## src/sidx_pkg.sv

```systemverilog
// How it works
// RULE1: current_reduce_o stays high while automatic current-down is active.
// RULE2: fault_o is high in normal operation and drops when protection trips.
// RULE3: Overheat, overvoltage or overcurrent drops fault_o, blinks alarm, cuts current.
// RULE4: Alarm blinks two, three or five times for overheat, overvoltage, overcurrent.
// RULE5: excite_home_o is high while the excitation state is step zero.
// RULE6: Reset puts the excitation state at the home position.
// RULE7: With 1.8 degree base step, home recurs every 7.2 degrees, on pulses.
// RULE8: Excitation counter wraps at four times the selected division count.
// RULE9: Controller stops the shaft only at multiples of 7.2 degrees; the testbench also stops it at excitation positions other than home.
// RULE10: Controller changes step angle only when stopped with excite_home_o high.
// RULE11: Each falling step pulse moves one step, clockwise when rotation_sense high.
// RULE12: Controller sets rotation_sense at least 10 us before the qualified pulse; the model sets it five clock cycles before the falling edge.
// RULE13: Controller waits after releasing coils_release before issuing step pulses.
// RULE14: Step pulses accepted up to 250 kHz, 500 kHz in line-driver mode.
// RULE15: smooth_drive_sw low enables automatic step subdivision; high disables it.
// RULE16: vibration_damp_sw low enables medium-speed suppression; high disables it.
// RULE17: Small variants: harmonic dial C to F gives 0,-2,-4,-6 percent, default E.
// RULE18: Large variant: harmonic dial 8 to B gives 0,-2,-4,-6 percent, default A; the dial resets to E in both variants.
// RULE19: Division dial codes 0 to F map to 1,2,4,5,8,9,10,16,...,128 divisions.
// RULE20: Division dial resets to code zero, one division.
// RULE21: Division dial takes effect only while base_step_select is low.
// RULE22: base_step_select high forces the base step and ignores the division dial.
// RULE23: Controller never changes base step or division while the motor runs.
// RULE24: Run current dial selects one of 16 per-phase current levels.
// RULE25: Current drops to standstill level about 0.3 s after pulses stop.
// RULE26: current_reduce_o high exactly during standstill reduction, cleared by a pulse.
package sidx_pkg;

    // ==========================================================
    // Register map
    localparam logic [3:0]  REG_CTRL      = 4'h0;
    localparam logic [3:0]  REG_DIAL      = 4'h4;
    localparam logic [3:0]  REG_STAT      = 4'h8;
    localparam int          CTRL_SMOOTH   = 0;
    localparam int          CTRL_VIBR     = 1;
    localparam int          CTRL_STILL    = 2;
    localparam int          CTRL_LARGE    = 3;
    localparam int          DIAL_DIV_LSB  = 0;
    localparam int          DIAL_HARM_LSB = 4;
    localparam int          DIAL_RUN_LSB  = 8;
    localparam int          STAT_POS_LSB  = 16;
    localparam logic [3:0]  CTRL_RESET    = 4'h0;
    localparam logic [11:0] DIAL_RESET    = 12'hfe0;
    localparam logic [3:0]  HARM_LARGE_DEF = 4'ha;
    localparam logic [3:0]  HARM_SMALL_LO = 4'hc;
    localparam logic [3:0]  HARM_LARGE_LO = 4'h8;

    // ==========================================================
    // Timing
    localparam real         CLK_HZ        = 200.0e6;
    localparam real         REDUCE_TIME_S = 0.3;
    localparam real         BLINK_TIME_S  = 0.25;
    localparam int unsigned REDUCE_CYC    = int'(REDUCE_TIME_S * CLK_HZ);
    localparam int unsigned BLINK_CYC     = int'(BLINK_TIME_S * CLK_HZ);
    localparam logic [3:0]  BLINK_GAP     = 4'h4;
    localparam logic [3:0]  BLINKS_HEAT   = 4'h2;
    localparam logic [3:0]  BLINKS_VOLT   = 4'h3;
    localparam logic [3:0]  BLINKS_CURR   = 4'h5;

    // ==========================================================
    // Carriers
    typedef struct packed {
        logic        read;
        logic        write;
        logic [3:0]  address;
        logic [3:0]  byteenable;
        logic [31:0] writedata;
    } sidx_avs_req_t;

    typedef struct packed {
        logic overheat;
        logic overvolt;
        logic overcurrent;
    } sidx_fault_t;

    // Divisions per base step for each dial code
    function automatic logic [7:0] sidx_div_f(input logic [3:0] code);
        logic [7:0] d;
        d = 8'h01;
        unique case (code)
            4'h0: d = 8'h01;
            4'h1: d = 8'h02;
            4'h2: d = 8'h04;
            4'h3: d = 8'h05;
            4'h4: d = 8'h08;
            4'h5: d = 8'h09;
            4'h6: d = 8'h0a;
            4'h7: d = 8'h10;
            4'h8: d = 8'h12;
            4'h9: d = 8'h14;
            4'ha: d = 8'h20;
            4'hb: d = 8'h24;
            4'hc: d = 8'h28;
            4'hd: d = 8'h40;
            4'he: d = 8'h50;
            4'hf: d = 8'h80;
        endcase
        return d;
    endfunction : sidx_div_f

endpackage : sidx_pkg

```

## src/sidx_indexer.sv

```systemverilog
// The placing of the registers and the Avalon-MM register port were chosen for this implementation.
`timescale 1ns/10ps
module sidx_indexer #(
    parameter int unsigned REDUCE_CYC = sidx_pkg::REDUCE_CYC,
    parameter int unsigned BLINK_CYC  = sidx_pkg::BLINK_CYC
) (
    input  wire logic                    clock_i,
    input  wire logic                    sys_rst_i,
    input  wire sidx_pkg::sidx_avs_req_t avs_req_i,
    output logic                         avs_waitrequest_o,
    output logic [31:0]                  avs_readdata_o,
    input  wire logic                    step_pulse_i,
    input  wire logic                    rotation_sense_i,
    input  wire logic                    coils_release_i,
    input  wire logic                    base_step_select_i,
    input  wire sidx_pkg::sidx_fault_t   fault_det_i,
    output logic                         current_reduce_o,
    output logic                         fault_o,
    output logic                         excite_home_o,
    output logic                         alarm_led_o,
    output logic                         motor_on_o,
    output logic [8:0]                   excite_pos_o,
    output logic [3:0]                   run_current_o,
    output logic [1:0]                   current_scale_o,
    output logic                         smooth_en_o,
    output logic                         vibr_en_o,
    output logic [1:0]                   harmonic_corr_o
);
    import sidx_pkg::*;

    typedef struct packed {
        logic [3:0]  ctrl;
        logic [11:0] dial;
        logic        step_prev;
        logic [8:0]  pos;
        logic        home;
        logic [25:0] idle_cnt;
        logic        reduce;
        logic        fault;
        logic [3:0]  blinks;
        logic [25:0] blink_div;
        logic [3:0]  slot;
        logic        led;
        logic        ack;
        logic [31:0] rdata;
    } sidx_state_t;

    localparam sidx_state_t ST_RESET = '{
        ctrl: CTRL_RESET, dial: DIAL_RESET, step_prev: 1'b0, pos: 9'h000,
        home: 1'b1, idle_cnt: 26'h0, reduce: 1'b0, fault: 1'b0,
        blinks: 4'h0, blink_div: 26'h0, slot: 4'h0, led: 1'b0,
        ack: 1'b0, rdata: 32'h0
    };

    sidx_state_t st;
    sidx_state_t next_st;

    // ==========================================================
    // Decode of switches and dials
    logic [7:0]  div_w;
    logic [9:0]  modulus_w;
    logic        step_edge_w;
    logic        fault_now_w;
    logic [3:0]  harm_w;
    logic [3:0]  harm_off_w;
    logic        harm_bad_w;
    logic        req_w;

    always_comb begin
        div_w       = base_step_select_i ? 8'h01                                      // RULE22
                                         : sidx_div_f(st.dial[DIAL_DIV_LSB +: 4]);    // RULE21 RULE19
        modulus_w   = {div_w, 2'b00};                                                 // RULE8 RULE7
        step_edge_w = st.step_prev & ~step_pulse_i;                                   // RULE11 RULE14
        fault_now_w = fault_det_i.overheat | fault_det_i.overvolt | fault_det_i.overcurrent;
        harm_w      = st.dial[DIAL_HARM_LSB +: 4];
        harm_off_w  = harm_w - (st.ctrl[CTRL_LARGE] ? HARM_LARGE_LO : HARM_SMALL_LO); // RULE17 RULE18
        harm_bad_w  = harm_off_w[3:2] != 2'b00;
        req_w       = avs_req_i.read | avs_req_i.write;
    end

    function automatic logic [31:0] sidx_merge_f(input logic [31:0] old_v,
                                                 input logic [31:0] new_v,
                                                 input logic [3:0]  be);
        logic [31:0] r;
        r = old_v;
        for (int i = 0; i < 4; i++) begin
            if (be[i]) begin
                r[8*i +: 8] = new_v[8*i +: 8];
            end
        end
        return r;
    endfunction : sidx_merge_f

    // ==========================================================
    // Next state
    always_comb begin
        logic [31:0] wv;
        wv      = 32'h0;
        next_st = st;

        // Register bus: one wait cycle, then answer
        next_st.ack = req_w & ~st.ack;
        if (req_w & ~st.ack) begin
            unique case (avs_req_i.address)
                REG_CTRL: next_st.rdata = {28'h0, st.ctrl};
                REG_DIAL: next_st.rdata = {20'h0, st.dial};
                REG_STAT: next_st.rdata = {7'h0, st.pos, 9'h0, harm_bad_w,
                                           st.blinks[2:0], st.home, ~st.fault, st.reduce};
                default:  next_st.rdata = 32'h0;
            endcase
        end
        if (avs_req_i.write & st.ack) begin
            unique case (avs_req_i.address)
                REG_CTRL: begin
                    wv           = sidx_merge_f({28'h0, st.ctrl}, avs_req_i.writedata,
                                                avs_req_i.byteenable);
                    next_st.ctrl = wv[3:0];
                end
                REG_DIAL: begin
                    wv           = sidx_merge_f({20'h0, st.dial}, avs_req_i.writedata,
                                                avs_req_i.byteenable);
                    next_st.dial = wv[11:0];
                end
                default: ;
            endcase
        end

        // Excitation counter
        next_st.step_prev = step_pulse_i;
        if (step_edge_w & ~st.fault & ~coils_release_i) begin                        // RULE3
            if (rotation_sense_i) begin                                               // RULE11
                next_st.pos = ({1'b0, st.pos} >= modulus_w - 10'h001) ? 9'h000
                                                                      : st.pos + 9'h001;
            end else begin
                next_st.pos = (st.pos == 9'h000 || {1'b0, st.pos} >= modulus_w)
                            ? 9'((modulus_w - 10'h001)) : st.pos - 9'h001;            // RULE8
            end
        end
        next_st.home = next_st.pos == 9'h000;                                         // RULE5

        // Standstill current reduction
        if (step_edge_w) begin
            next_st.idle_cnt = 26'h0;
            next_st.reduce   = 1'b0;                                                  // RULE26
        end else if (st.idle_cnt < 26'(REDUCE_CYC - 1)) begin
            next_st.idle_cnt = st.idle_cnt + 26'h1;
        end else begin
            next_st.reduce   = 1'b1;                                                  // RULE25 RULE1
        end

        // Protection latch: held until reset, first cause kept
        if (fault_now_w & ~st.fault) begin
            next_st.fault     = 1'b1;                                                 // RULE2 RULE3
            next_st.blinks    = fault_det_i.overheat ? BLINKS_HEAT
                              : fault_det_i.overvolt ? BLINKS_VOLT : BLINKS_CURR;     // RULE4
            next_st.blink_div = 26'h0;
            next_st.slot      = 4'h0;
        end else if (st.fault) begin
            if (st.blink_div >= 26'(BLINK_CYC - 1)) begin
                next_st.blink_div = 26'h0;
                next_st.slot      = (st.slot >= {st.blinks[2:0], 1'b0} + BLINK_GAP - 4'h1)
                                  ? 4'h0 : st.slot + 4'h1;
            end else begin
                next_st.blink_div = st.blink_div + 26'h1;
            end
        end
        next_st.led = next_st.fault & ~next_st.slot[0]
                    & (next_st.slot < {next_st.blinks[2:0], 1'b0});                    // RULE4
    end

    always_ff @(posedge clock_i) begin
        if (sys_rst_i) begin
            st <= ST_RESET;                                                           // RULE6 RULE20
        end else begin
            st <= next_st;
        end
    end

    // ==========================================================
    // Outputs
    assign avs_waitrequest_o = req_w & ~st.ack;
    assign avs_readdata_o    = st.rdata;
    assign current_reduce_o  = st.reduce;                                             // RULE1
    assign fault_o           = ~st.fault;                                             // RULE2
    assign excite_home_o     = st.home;                                               // RULE5
    assign alarm_led_o       = st.led;
    assign motor_on_o        = ~st.fault & ~coils_release_i;                          // RULE3
    assign excite_pos_o      = st.pos;
    assign run_current_o     = st.dial[DIAL_RUN_LSB +: 4];                            // RULE24
    assign current_scale_o   = ~st.reduce ? 2'b00 : (st.ctrl[CTRL_STILL] ? 2'b10 : 2'b01);
    assign smooth_en_o       = ~st.ctrl[CTRL_SMOOTH];                                 // RULE15
    assign vibr_en_o         = ~st.ctrl[CTRL_VIBR];                                   // RULE16
    assign harmonic_corr_o   = harm_bad_w ? 2'b00 : harm_off_w[1:0];                  // RULE17 RULE18
endmodule : sidx_indexer

```

## config.mk

```make
export PLATFORM = sky130hd
export DESIGN_NAME = sidx_indexer
export DESIGN_NICKNAME = d
export VERILOG_FILES = /design/src/sidx_pkg.sv /design/src/sidx_indexer.sv
export SDC_FILE = /design/constraint.sdc
export NUM_CORES = 1
export LEC_CHECK = 0
export ABC_CLOCK_PERIOD_IN_PS = 3700
export BUFFER_PORTS_ARGS = -buffer_cell sky130_fd_sc_hd__buf_2
export CAP_MARGIN = 25
export CORE_UTILIZATION = 35
export CTS_BUF_LIST = sky130_fd_sc_hd__clkbuf_8 sky130_fd_sc_hd__clkbuf_16
export CTS_CLUSTER_DIAMETER = 50
export DETAILED_ROUTE_END_ITERATION = 7
export PLACE_DENSITY_LB_ADDON = 0.2
export SYNTH_ARGS = -nofsm -noshare
export SYNTH_HDL_FRONTEND = slang
export SYNTH_SLANG_ARGS = --single-unit
```

## constraint.sdc

```tcl
create_clock -name clock_i -period 3.7 [get_ports clock_i]
set_clock_uncertainty 0.05 [all_clocks]
set_input_delay 0.185 -clock clock_i [delete_from_list [all_inputs] [get_ports clock_i]]
set_output_delay 0.185 -clock clock_i [all_outputs]
set_load 0.02 [all_outputs]
```

Word level (Yosys, flattened, before mapping)
Memories as Yosys holds them, arrays and structs flattened. A register that Yosys moved wholly into a read port is not among the register bits. Index checks and enable logic that the tools add are counted.

Divide/modulo/power cells: 0. Muxes and demuxes: 20. Shift operators: 0. Add/sub/neg operators: 9. Reduce and logical (&&, ||, !) cells: 10. Bitwise logic cells: 19. $mul: 0. Eq/ne operators: 2. Order comparisons: 6.

Operator list (count): $pmux W25 S3 (1); $add A26 B1 Y26 const B (2); $mux W9 (4); $ge A26 B26 Y1 const B (1); $lt A26 B26 Y1 const B (1); $mux W26 (1); $mux W4 (6); $ge A9 B10 Y1 (2); $logic_not A9 Y1 (2); $sub A10 B1 Y10 const B (1); $add A9 B1 Y9 const B (1); $and A1 B1 Y1 (9); $mux W3 (3); $reduce_and A3 Y1 (3); $sub A9 B1 Y9 const B (1); $mux W8 (1); $not A1 Y1 (7); $mux W2 (3); $mux W5 (1); $add A4 B1 Y4 const B (1); $add A4 B3 Y4 const B (1); $eq A4 B3 Y1 const B (1); $eq A4 B4 Y1 const B (1); $ge A4 B4 Y1 (1); other kinds (8) (11).

Input port bits: 51. Memory bits (read-only): 128. Bits in registers: 123. Output and inout bits: 57. Memories kept: 1. Bits in writable memories: 0. Latch bits: 0. Logic and storage cells: 83.

Memories: (name not given) (depth 16, width 8, read ports 1, clocked after Yosys merged registers in 1, wr ports 0, line sidx_pkg.sv:81) `unique case (code)`.

Longest topological paths before layout
Word-level depth: 10. Mapped depth: 14. Gate-level depth less buffers: 13.

Worst setup path before layout
No wires, ideal clock.

Kind: register -> register. Start point: register st[45] (netlist name). End point: register st (netlist bit alarm_led_o). Cell stages (with the launch flop): 12. Path slack: 0.927 ns. Data arrival time: 2.606 ns. Setup time: 0.117 ns. Cells stage by stage: dfxtp_1 -> or4_1 -> a311o_1 -> a21oi_2 -> o211ai_4 -> and2_2 -> a22oi_1 -> o21ai_0 -> ha_1 -> nand2_1 -> a311oi_1 -> and4b_1.

RTL lines: start, declared (line sidx_indexer.sv:55) `sidx_state_t st;`; start signal, assigned (line sidx_indexer.sv:175) `st <= next_st;`.

==> results.json <==
{
  "yosysSeqAreaShare_pct": 36.9,
  "grt.busiest_layer": "met2",
  "cts-root-buf": "clkbuf_16",
  "nets": 903,
  "drive_above_1_share_pct": 15.8,
  "outcome": "completed",
  "grt_use_met3_pct": 4.67,
  "synth_top_area_share_pct": 36.9,
  "place_congestion": 0.849,
  "fin_tns_setup_ns": 0,
  "grt_remaining_overflow": 0,
  "nFillCells": 1884,
  "slew_viol_final": 0,
  "design.core.area_um2": 18000,
  "drt_iter0_drc": 277,
  "worst_ep_required_time_ns": 3.95,
  "synth_top_family_by_area": "simple AND/OR/NAND/NOR gates",
  "switching_power_w": 0.000710,
  "ys.flop_type": "dfxtp_1",
  "cap_violations": 0,
  "drtAntennaViolNets": 0,
  "cts_made_buffers": 17,
  "grt_usage_pct": 16.9,
  "num_antenna_cells": 0,
  "synth-simple-area-share_pct": 24.5,
  "start_kind": "register",
  "postLayoutCellArea_um2": 7490,
  "cts_tree": "yes",
  "die_h_um": 138,
  "start_util_pct": 35.8,
  "muxShareOfSynthArea_pct": 4.99,
  "path_max_fanout": 5,
  "cp.arrival_ns": 3.52,
  "post_cts_buffers": 0,
  "synth_area_um2": 6450,
  "synth-compound-area-share_pct": 11.8,
  "num_rows": 49,
  "p_int_w": 0.00250,
  "fmax_mhz": 306,
  "synth_cells": 771,
  "setup_viol": 0,
  "design.die.area_um2": 19000,
  "drc": 0,
  "synth_xor_xnor_area_share_pct": 7.74,
  "slew_headroom_pct": 40.5,
  "area_growth_pct": 16.1,
  "yosys-top-cells-area": "dfxtp_1 37%, nor2_1 8.0%, ha_1 6.0%, xor2_1 5.3%, buf_4 5.2%",
  "final_hold_viol_count": 0,
  "num_vias": 5261,
  "path_class": "register to register",
  "critPathCaptureType": "register",
  "met2_usage_pct": 28.2,
  "htreeDepth": 4,
  "clockBufferDepth": 2,
  "switching_share_pct": 22.2,
  "placed_area_um2": 6770,
  "grt_pass1_vias": 4848,
  "dpl_worst_slack_ns": 0.504,
  "dr.pass1.iters": 4,
  "synth_edf_count": 0,
  "pwr-share-comb_pct": 5.5,
  "grt_max_degree": 30,
  "min_period_ns": 3.27,
  "period_share_pct": 88.4,
  "clk_pin_slew_worst_paths_ns": 0.05,
  "cts_sinks": 119,
  "dp.cells": 1022,
  "synth_area_leader_cell": "dfxtp_1",
  "pin_count": 108,
  "rsz0062_at_grt": "false",
  "final_cell_mix": "138 x nor2_1, 119 x dfxtp_1, 74 x buf_2",
  "viasPerCell": 4.95,
  "ys_types": 66,
  "synth-seq-cells": 119,
  "ff2ff_setup_slack_ns": 0.43,
  "tightest_slew_ns": 0.890,
  "p_seq_share_pct": 40.9,
  "power_frac_clock_pct": 53.6,
  "async_flop_share_pct": 0,
  "fin_util_pct": 41.5,
  "fin_ws_ns": 0.429,
  "antenna_found_initial": 2,
  "hp-class": "input port to register",
  "clock_latency_ns": 0.41,
  "mostFrequentLayoutCell": "nor2_1",
  "power_density_nw_per_um2": 428,
  "syn_area_per_cell_um2": 8.37,
  "ys_warn_count": 0,
  "fp.dieW_um": 138,
  "grt_pass1_wl_mm": 24.6,
  "routed_wl_mm": 15.5,
  "p_leak_nw": 3.08,
  "irDropWorstVdd_uv": 292,
  "fin_cells": 1063,
  "routedWlPerCell_um": 14.6,
  "synth_adder_area_share_pct": 6.01,
  "hpwl_mm": 11.3,
  "numPortBuffers": 74,
  "met1_usage_pct": 21.0
}
metrics by stage:
stage / hold WS, ns / power [W]
detailed placement: 0.359 / 0.00151
finish: 0.0266 / 0.00321
global placement: 0.353 / 0.00151
floorplan: 0.263 / 0.00146
global route: 0.0184 / 0.00333
CTS: 0.0201 / 0.00325
worst max-delay path: stages, from the launching register on:
cell      delay, ns
dfxtp_1        0.35
or4_1          0.55
o21bai_1       0.14
a21oi_1        0.11
ha_1           0.31
o211a_1        0.15
a211oi_1       0.05
a21o_1         0.17
o21ai_1        0.44
a21oi_1        0.08
a221oi_1       0.37
nand3_1        0.15
o41ai_1        0.24
sequential cells by signal, summed over array words and instances (netlist names), named ones only:
register / cells
st: 70
current_reduce_o: 1
harm_w: 4
avs_readdata_o: 21
excite_pos_o: 9
alarm_led_o: 1
run_current_o: 4
excite_home_o: 1
power groups by stage:
stage,sequential (W),clock (W),combinational [W]
after global placement,0.00134,0,0.000172
after detailed placement,0.00134,0,0.000172
after CTS,0.00131,0.00176,0.000180
after global routing,0.00131,0.00182,0.000199
final,0.00131,0.00172,0.000177
after floorplan,0.00133,0,0.000128
repair_timing:
action,CTS,global route
gates resized for setup,0,0
endpoints found under the hold margin,9,0
hold buffers,9,0
path summary, 6_finish.rpt:
check	start	to	depth (start not counted)
max	register	excite_home_o	12
min	avs_req_i[3]	st[122]	3
max reg2reg	register	excite_home_o	12
min reg2reg	st[95]	st[95]	2
routing by layer:
layer,vias up,wire length [um]
met5,-,23
met4,4,174
met3,17,653
met2,91,7430
met1,2423,7190
li1,2726,-
layout make-up:
cell class	count	area (um2)	share of cell area, %
Sequential cell	119	2380	31.8
Inverter	16	60.1	0.802
Multi-Input combinational cell	574	3600	48.1
Timing Repair Buffer	93	536	7.15
Tap cell	229	287	3.83
Clock buffer	18	439	5.87
Clock inverter	14	184	2.46
cell usage after synthesis (15+ instances only):
cell and count:
nand3_1 34, inv_1 15, a21oi_1 24, xnor2_1 18
mux2i_1 31, clkbuf_1 17, dfxtp_1 119, xor2_1 39
nor3_1 25, o21ai_0 15, buf_4 45, a22oi_1 23
ha_1 31, nand2_1 57, nor2_1 138
kinds of logic (layout without fill, tap and decap cells):
group,count (synthesis),count (layout)
xor gates and xnor gates,57,57
AOI/OAI and AO/OA,110,110
DFF,119,119
and+or+nand+nor,333,333
buffers and inverters,88,141
adders and majority gates,31,31
muxes,32,32
other,1,11
Note: power is estimated with default switching activity, not from simulation.
